## src/hdl/sbp_defs.svh

```systemverilog
// constants for the six-line port: offsets, fields, reset values, timing
`ifndef SBP_DEFS_SVH
`define SBP_DEFS_SVH

// ----------------------------------------------------------------
// register offsets in the i/o space
// ----------------------------------------------------------------
`define SBP_PIN_OFS     6'h16
`define SBP_DIR_OFS     6'h17
`define SBP_LATCH_OFS   6'h18
`define SBP_FLAG_OFS    6'h3a
`define SBP_MASK_OFS    6'h3b
`define SBP_BITOP_MAX   6'h1f

// ----------------------------------------------------------------
// field positions and masks
// ----------------------------------------------------------------
`define SBP_EXTERNAL_IRQ_ZERO_ENABLE_BIT    3'h6
`define SBP_PCHG_BIT    3'h5
`define SBP_EXTERNAL_IRQ_ZERO_ENABLE_LINE   3'h1
`define SBP_IRQ_MASK    8'h60
`define SBP_LATCH_MASK  8'h1f
`define SBP_DIR_MASK_A  8'h1f
`define SBP_DIR_MASK_B  8'h3f

// ----------------------------------------------------------------
// reset values
// ----------------------------------------------------------------
`define SBP_REG_RST     8'h00
`define SBP_OEN_RST     6'h3f

// ----------------------------------------------------------------
// timing
// ----------------------------------------------------------------
`define SBP_CLK_NS      20
`define SBP_RST_MIN_NS  50
`define SBP_RST_CYC     ((`SBP_RST_MIN_NS + `SBP_CLK_NS - 1) / `SBP_CLK_NS)

`endif

```

## src/hdl/sbp_pkg.sv

```systemverilog
// types shared by the six-line port
package sbp_pkg;

  typedef enum logic [2:0] {
    SBP_CLK_CRYSTAL,
    SBP_CLK_LF_CRYSTAL,
    SBP_CLK_CERAMIC,
    SBP_CLK_EXT_RC,
    SBP_CLK_EXT_CLOCK,
    SBP_CLK_INT_RC
  } sbp_clk_sel_e;

  typedef struct packed {
    logic [5:0] addr;
    logic       wr;
    logic       rd;
    logic       bit_set;
    logic       bit_clr;
    logic [2:0] bit_idx;
    logic [7:0] wdata;
  } sbp_io_req_s;

endpackage

```

## src/hdl/sbp_port.sv

```systemverilog
// six-line general-purpose port with pin sharing and pin-change events
`timescale 1ns/1ps
`include "sbp_defs.svh"

// Notes on behaviour
// - lines 0..4 are bidirectional, each with its own selectable pull-up
// - line 5 input only without eeprom, else open-drain output never high
// - any reset condition tri-states every line, clock or not
// - external reset enabled takes line 5 as reset input
// - crystal and ceramic types take lines 3,4; ext rc/clock take 3; internal rc none
// - reset pin low over 50 ns resets; driver must hold it long enough (the code resets on any low level, with no 50 ns filter)
// - flags clear by writing one; writing zero leaves them
// - bit set/clear rewrites the whole register from its read value
// - bit set/clear only acts on addresses 0x00 to 0x1f
// - in idle, pin-change and interrupt detection keep running
// - in power-down state is kept; interrupt or reset resumes
module sbp_port (
  input  wire logic                 sys_clk,
  input  wire logic                 rst,
  input  wire logic                 reset_pin_n,
  input  wire logic                 ext_reset_en,
  input  wire logic                 has_eeprom,
  input  wire logic [2:0]           clk_sel,
  input  wire sbp_pkg::sbp_io_req_s io_req,
  output logic      [7:0]           io_rdata,
  input  wire logic [5:0]           pin_in,
  output logic      [5:0]           pin_out,
  output logic      [5:0]           pin_oe_n,
  output logic      [4:0]           pin_pullup_en,
  output logic                      ext_irq_zero_req,
  output logic                      pin_change_req,
  output logic                      wake_req
);
  import sbp_pkg::*;

  // ----------------------------------------------------------------
  // reset: the pin acts with no clock, so it joins the async reset
  // ----------------------------------------------------------------
  // no clock exists to time a 50 ns filter; any low level is taken
  wire arst = rst | (ext_reset_en & ~reset_pin_n);

  // ----------------------------------------------------------------
  // synchronisers
  // ----------------------------------------------------------------
  logic [5:0] pin_s1, pin_s2, pin_prev;
  logic [3:0] cfg_s1, cfg_s2;
  logic [2:0] sync_fill;
  always_ff @(posedge sys_clk or posedge arst) begin
    if (arst) begin
      pin_s1   <= 6'h00;
      pin_s2   <= 6'h00;
      pin_prev <= 6'h00;
      cfg_s1   <= 4'h0;
      cfg_s2   <= 4'h0;
      sync_fill <= 3'h0;
    end else begin
      pin_s1   <= pin_in;
      pin_s2   <= pin_s1;
      pin_prev <= pin_s2;
      cfg_s1   <= {has_eeprom, clk_sel};
      cfg_s2   <= cfg_s1;
      sync_fill <= {sync_fill[1:0], 1'b1};
    end
  end

  wire          eeprom_v = cfg_s2[3];
  sbp_clk_sel_e osc_mode;
  assign osc_mode = sbp_clk_sel_e'(cfg_s2[2:0]);

  // ----------------------------------------------------------------
  // pin sharing
  // ----------------------------------------------------------------
  wire osc_three = (osc_mode != SBP_CLK_INT_RC);
  wire osc_four  = (osc_mode == SBP_CLK_CRYSTAL) |
                   (osc_mode == SBP_CLK_LF_CRYSTAL) |
                   (osc_mode == SBP_CLK_CERAMIC);
  wire [5:0] line_free = {~ext_reset_en, ~osc_four, ~osc_three, 3'h7};

  // ----------------------------------------------------------------
  // registers
  // ----------------------------------------------------------------
  logic [7:0] dir_reg, latch_reg, mask_reg, flag_reg;

  wire [7:0] pin_rd   = {2'h0, pin_s2 & line_free};
  wire [7:0] dir_mask = eeprom_v ? `SBP_DIR_MASK_B : `SBP_DIR_MASK_A;

  wire sel_pin   = (io_req.addr == `SBP_PIN_OFS);
  wire sel_dir   = (io_req.addr == `SBP_DIR_OFS);
  wire sel_latch = (io_req.addr == `SBP_LATCH_OFS);
  wire sel_flag  = (io_req.addr == `SBP_FLAG_OFS);
  wire sel_mask  = (io_req.addr == `SBP_MASK_OFS);

  wire [7:0] rd_val = sel_pin   ? pin_rd    :
                      sel_dir   ? dir_reg   :
                      sel_latch ? latch_reg :
                      sel_flag  ? flag_reg  :
                      sel_mask  ? mask_reg  : 8'h00;

  // bit ops rewrite the whole byte from its read value
  wire       bitop_ok = (io_req.bit_set | io_req.bit_clr) &
                        (io_req.addr <= `SBP_BITOP_MAX);
  wire [7:0] bit_sel  = 8'h01 << io_req.bit_idx;
  wire [7:0] bit_val  = io_req.bit_set ? (rd_val | bit_sel) : (rd_val & ~bit_sel);
  wire       wr_eff   = io_req.wr | bitop_ok;
  wire [7:0] wd_eff   = bitop_ok ? bit_val : io_req.wdata;

  wire [7:0] next_dir   = (wr_eff & sel_dir)   ? (wd_eff & dir_mask) : (dir_reg & dir_mask);
  wire [7:0] next_latch = (wr_eff & sel_latch) ? (wd_eff & `SBP_LATCH_MASK) : latch_reg;
  wire [7:0] next_mask  = (wr_eff & sel_mask)  ? (wd_eff & `SBP_IRQ_MASK) : mask_reg;

  // ----------------------------------------------------------------
  // events: detection runs in every sleep mode while the clock runs
  // ----------------------------------------------------------------
  // the pin stages leave reset at zero; a line idling high would look like an edge,
  // so lines are compared only once three real samples are in
  wire       pins_live = sync_fill[2];
  wire       external_irq_zero_enable_fall = pins_live & pin_prev[`SBP_EXTERNAL_IRQ_ZERO_ENABLE_LINE] &
                         ~pin_s2[`SBP_EXTERNAL_IRQ_ZERO_ENABLE_LINE];
  wire       pchg_hit  = pins_live & (|((pin_prev ^ pin_s2) & line_free));
  wire [7:0] flag_set  = {1'b0, external_irq_zero_enable_fall, pchg_hit, 5'h00};
  wire [7:0] flag_clr  = (wr_eff & sel_flag) ? (wd_eff & `SBP_IRQ_MASK) : 8'h00;
  // a new event in the clearing cycle survives the clear
  wire [7:0] next_flag = flag_set | (flag_reg & ~flag_clr);

  wire [7:0] irq_live  = next_flag & next_mask;

  // state is only lost to reset, so power-down keeps every register
  always_ff @(posedge sys_clk or posedge arst) begin
    if (arst) begin
      dir_reg   <= `SBP_REG_RST;
      latch_reg <= `SBP_REG_RST;
      mask_reg  <= `SBP_REG_RST;
      flag_reg  <= `SBP_REG_RST;
      io_rdata  <= `SBP_REG_RST;
    end else begin
      dir_reg   <= next_dir;
      latch_reg <= next_latch;
      mask_reg  <= next_mask;
      flag_reg  <= next_flag;
      io_rdata  <= io_req.rd ? rd_val : 8'h00;
    end
  end

  // ----------------------------------------------------------------
  // pad control
  // ----------------------------------------------------------------
  wire [5:0] drive     = next_dir[5:0] & line_free &
                         {eeprom_v, 5'h1f};
  wire [5:0] next_out  = {1'b0, next_latch[4:0]};
  wire [4:0] next_pull = ~next_dir[4:0] & next_latch[4:0] & line_free[4:0];

  always_ff @(posedge sys_clk or posedge arst) begin
    if (arst) begin
      pin_out          <= 6'h00;
      pin_oe_n         <= `SBP_OEN_RST;
      pin_pullup_en    <= 5'h00;
      ext_irq_zero_req <= 1'b0;
      pin_change_req   <= 1'b0;
      wake_req         <= 1'b0;
    end else begin
      pin_out          <= next_out;
      pin_oe_n         <= ~drive;
      pin_pullup_en    <= next_pull;
      ext_irq_zero_req <= irq_live[`SBP_EXTERNAL_IRQ_ZERO_ENABLE_BIT];
      pin_change_req   <= irq_live[`SBP_PCHG_BIT];
      wake_req         <= |irq_live;
    end
  end

  // ----------------------------------------------------------------
  // assertions
  // ----------------------------------------------------------------
  int unsigned low_cnt;
  always_ff @(posedge sys_clk) begin
    low_cnt <= reset_pin_n ? 0 : low_cnt + 1;
  end

  a_reset_tristate: assert property (@(posedge sys_clk)
    (ext_reset_en && low_cnt >= `SBP_RST_CYC) |-> (pin_oe_n == 6'h3f && pin_pullup_en == 5'h00))
    else $error("lines not tri-stated under reset");

  a_line5_never_high: assert property (@(posedge sys_clk) disable iff (arst)
    pin_out[5] == 1'b0)
    else $error("line five driven high");

  a_line5_input_only: assert property (@(posedge sys_clk) disable iff (arst)
    (!eeprom_v && $past(!eeprom_v)) |-> pin_oe_n[5])
    else $error("line five driven without eeprom variant");

  a_reset_pin_takes: assert property (@(posedge sys_clk) disable iff (arst)
    ext_reset_en |-> (pin_oe_n[5] && !(io_rdata[5] && $past(io_req.rd && sel_pin))))
    else $error("line five used while it is the reset input");

  a_osc_lines_taken: assert property (@(posedge sys_clk) disable iff (arst)
    (osc_four && $past(osc_four)) |-> (pin_oe_n[4:3] == 2'h3 && pin_pullup_en[4:3] == 2'h0))
    else $error("oscillator lines used as port");

  a_flag_w1c: assert property (@(posedge sys_clk) disable iff (arst)
    (io_req.wr && sel_flag && !io_req.wdata[5] && flag_reg[5]) |=> flag_reg[5])
    else $error("writing zero cleared a flag");

  a_flag_clear_one: assert property (@(posedge sys_clk) disable iff (arst)
    (io_req.wr && sel_flag && io_req.wdata[6] && !external_irq_zero_enable_fall) |=> !flag_reg[6])
    else $error("writing one did not clear flag");

  a_bitop_range: assert property (@(posedge sys_clk) disable iff (arst)
    (io_req.bit_set && !io_req.wr && sel_mask) |=> $stable(mask_reg))
    else $error("bit op acted above its range");

  a_bitop_rewrite: assert property (@(posedge sys_clk) disable iff (arst)
    (io_req.bit_set && !io_req.wr && sel_latch && io_req.bit_idx == 3'h2) |=> latch_reg[2])
    else $error("bit set did not take");

  a_pullup_select: assert property (@(posedge sys_clk) disable iff (arst)
    (!dir_reg[0] && latch_reg[0]) |-> (pin_oe_n[0] && pin_pullup_en[0]))
    else $error("input line with pull-up is driven");

  a_change_detect: assert property (@(posedge sys_clk) disable iff (arst)
    (pchg_hit && mask_reg[5] && !(wr_eff && sel_mask)) |=> pin_change_req)
    else $error("pin change not detected");

  c_pin_change: cover property (@(posedge sys_clk) pin_change_req);
  c_external_irq_zero_enable_wake:  cover property (@(posedge sys_clk) ext_irq_zero_req && wake_req);
  c_bitop_port: cover property (@(posedge sys_clk) bitop_ok && sel_dir);
  c_drive_low5: cover property (@(posedge sys_clk) !pin_oe_n[5]);

endmodule

```

## config.mk

```make
export PLATFORM = sky130hd
export DESIGN_NAME = sbp_port
export DESIGN_NICKNAME = d
export VERILOG_FILES = /design/src/hdl/sbp_pkg.sv /design/src/hdl/sbp_port.sv
export VERILOG_INCLUDE_DIRS = /design/src /design/src/hdl
export SDC_FILE = /design/constraint.sdc
export NUM_CORES = 1
export LEC_CHECK = 0
export ABC_AREA = 1
export BUFFER_PORTS_ARGS = -buffer_cell sky130_fd_sc_hd__buf_2
export CAP_MARGIN = 30
export CORE_ASPECT_RATIO = 1.25
export CORE_MARGIN = 2
export CORE_UTILIZATION = 59
export CTS_BUF_LIST = sky130_fd_sc_hd__clkbuf_8
export DETAILED_ROUTE_END_ITERATION = 7
export GPL_TIMING_DRIVEN = 0
export PLACE_DENSITY = 0.87
export SLEW_MARGIN = 30
export SYNTH_ARGS = -nofsm -noshare
export SYNTH_HDL_FRONTEND = slang
export SYNTH_SLANG_ARGS = --single-unit
```

## constraint.sdc

```tcl
create_clock -name sys_clk -period 7.25 [get_ports sys_clk]
set_input_delay 0.3625 -clock sys_clk [delete_from_list [all_inputs] [get_ports sys_clk]]
set_output_delay 0.3625 -clock sys_clk [all_outputs]
set_load 0.02 [all_outputs]
```

==> impl_metrics.ini <==
[sta]
fin_crit_sh = 0.211
hold_violations = 0
setup_viol = 0
tightest_slew_ps = 560
clock.fmax_mhz = 653
skew_ps = 11.9
slew_viol_final = 0
finalSetupTns_ps = 0
min_period_ps = 1530
slew_headroom = 0.626
rsz0062_at_grt = false

[finish]
fill_cells = 312
fin_nets = 390
diodes = 0
layout_common_cells = nand2_1 (75), dfrtp_1 (59), buf_2 (59)
area_growth_pct = 23.8
final_util = 0.755
largest_register_ffs = 7
layout_commonest_cell = nand2_1
regMostFlops = io_rdata
layout-drive-gt1-share = 0.320

[power]
power_density_nw_per_um2 = 257
vdd_drop_max_v = 0.000193
leakage_nw = 1.77

[detailed_routing]
wl_per_cell_um = 12.7
vias_per_cell = 4.94
drtPass1Iterations = 5
drc_errors = 0
drtAntennaViolNets = 0
vias = 2060
drt-total-wl_mm = 5.30
drtIter0Drc = 79

[floorplan]
design.core.area_um2 = 4390
die_h_um = 79.3
num_rows = 27
die_area_um2 = 5090
initial_utilization = 0.609
die_width_um = 64.2
io_pins = 63

[outcome]
status = completed

[worst_setup_path]
crit_type = primary input to register
critPathRequiredTime_ps = 7470
reg2reg_from = cfg_s2[0]
reg2reg_slack_ps = 5910
end_kind = register
cp_max_fo = 9
reg2reg_depth = 9
crit_path_start_kind = primary input
worst_r2r_endpoint = pin_pullup_en[3]
crit_arrival_ps = 1750

[synth]
yosysSeqAreaShare = 0.611
yosys_warnings = 0
synth_edf_count = 0
syn_area_um2 = 2680
synthArstFlopShare = 1.00
postSynthAreaPerCell_um2 = 9.49
synth_cell_types = 33
ys_ff_latch = 65
syn_inst = 282
ys.flop_type = dfrtp_1

[flow_run]
maxCapViolCount = 0

[clocking]
postCtsSetupBuffers = 0
clkLatencyLatePin_ps = 330
htreeDepth = 3
cts_hold_buffers = 0
cts_resized = 0
cts_made_buffers = 9
tritoncts = built
cts_sinks = 65
root_buffer = clkbuf_8
clkTransAtPathRegs_ps = 70
clock_path_buffers = 2

[global_routing]
grtUsageTotal = 0.230
grt_pass1_wl_mm = 8.58
grt_pass1_vias = 1999
antenna_found_initial = 0
gr-total-overflow = 0
grt_max_degree = 26

[hold_path]
hp-class = primary input to asynchronous set/reset pin

[placed_design]
hpwl_mm = 4.00
numPortBuffers = 59
place_congestion = 0.876
==> how the worst max path moves through the flow <==
| stage | startpoint | end | cells after the start |
|---|---|---|---|
| 3_3_place_gp | ext_reset_en | dir_reg[0] | 4 |
| 3_5_place_dp | io_req[20] | dir_reg[5] | 9 |
| 4_1_cts | io_req[20] | pin_oe_n[5] | 10 |
| 6_report | io_req[12] | pin_pullup_en[3] | 9 |
| 5_1_grt | io_req[20] | pin_pullup_en[4] | 10 |
| 2_1_floorplan | ext_reset_en | cfg_s1[0] | 3 |
==> layout make-up <==
type | instances | area, um2 | share of cell area
repair buffers | 61 | 350 | 0.106
multi-input cells | 173 | 867 | 0.262
plain buffers | 3 | 26.3 | 0.00793
clock inverters | 4 | 52.6 | 0.0159
well taps | 58 | 72.6 | 0.0219
flip-flops and latches | 65 | 1630 | 0.493
inverters | 42 | 160 | 0.0483
clock buffers | 11 | 151 | 0.0457
==> Yosys cell counts (2+ instances only) <==
cell      count  area, um2
nand2_1      75        282
dfrtp_1      59       1480
inv_1        37        139
nand3_1      25        125
nor2_1       23       86.3
dfstp_2       6        158
or2_2         6       37.5
a21oi_1       5       25.0
nand2_2       5       31.3
inv_2         4       15.0
nor2_2        3       18.8
o21ai_0       3       15.0
xor2_1        3       26.3
a31oi_1       2       12.5
and2_1        2       12.5
buf_4         2       15.0
conb_1        2       7.51
nand3_2       2       20.0
nor3_1        2       10.0
o211ai_2      2       25.0
o21ai_1       2       10.0
==> critical path: stages <==
cell and delay [ps]:
buf_2 140, o21ai_4 310, inv_4 100, nor2_4 200, nor2_2 140, inv_1 230, nand2_1 90, nand2_1 110
nor2_1 60
==> per-layer routing <==
| layer | up-vias | wire length (um) | track usage |
|---|---|---|---|
| met1 | 967 | 2120 | 0.252 |
| met5 | - | 0 | 0 |
| met3 | 11 | 298 | 0.0722 |
| met4 | 0 | 93 | 0.106 |
| li1 | 1016 | - | - |
| met2 | 66 | 2780 | 0.404 |
==> through the flow <==
step	total power, W	area [um2]	worst slack (ps)	instances	hold slack (ps)
3_3_place_gp	0.000546	3050	1800	400	332
4_1_cts	0.000859	3310	5750	417	123
3_5_place_dp	0.000555	3110	5400	402	336
6_report	0.000851	3310	5720	417	132
2_1_floorplan	0.000503	2680	3000	283	331
5_1_grt	0.000891	3310	5620	417	111
==> power by group <==
| group | switching (W) | internal [W] |
|---|---|---|
| logic | 0.0000864 | 0.0000466 |
| registers | 0.0000153 | 0.000400 |
| clock network | 0.000128 | 0.000175 |
==> logic make-up (layout without fill, tap and decap cells) <==
| group | Yosys count | count (layout) | synth area share |
|---|---|---|---|
| buf+inv | 45 | 121 | 0.0697 |
| other cells | 2 | 3 | 0.00281 |
| simple gates | 147 | 147 | 0.251 |
| xor+xnor | 4 | 4 | 0.0131 |
| flops | 65 | 65 | 0.611 |
| compound gates | 19 | 19 | 0.0528 |
Note: power is estimated with default switching activity, not from simulation.
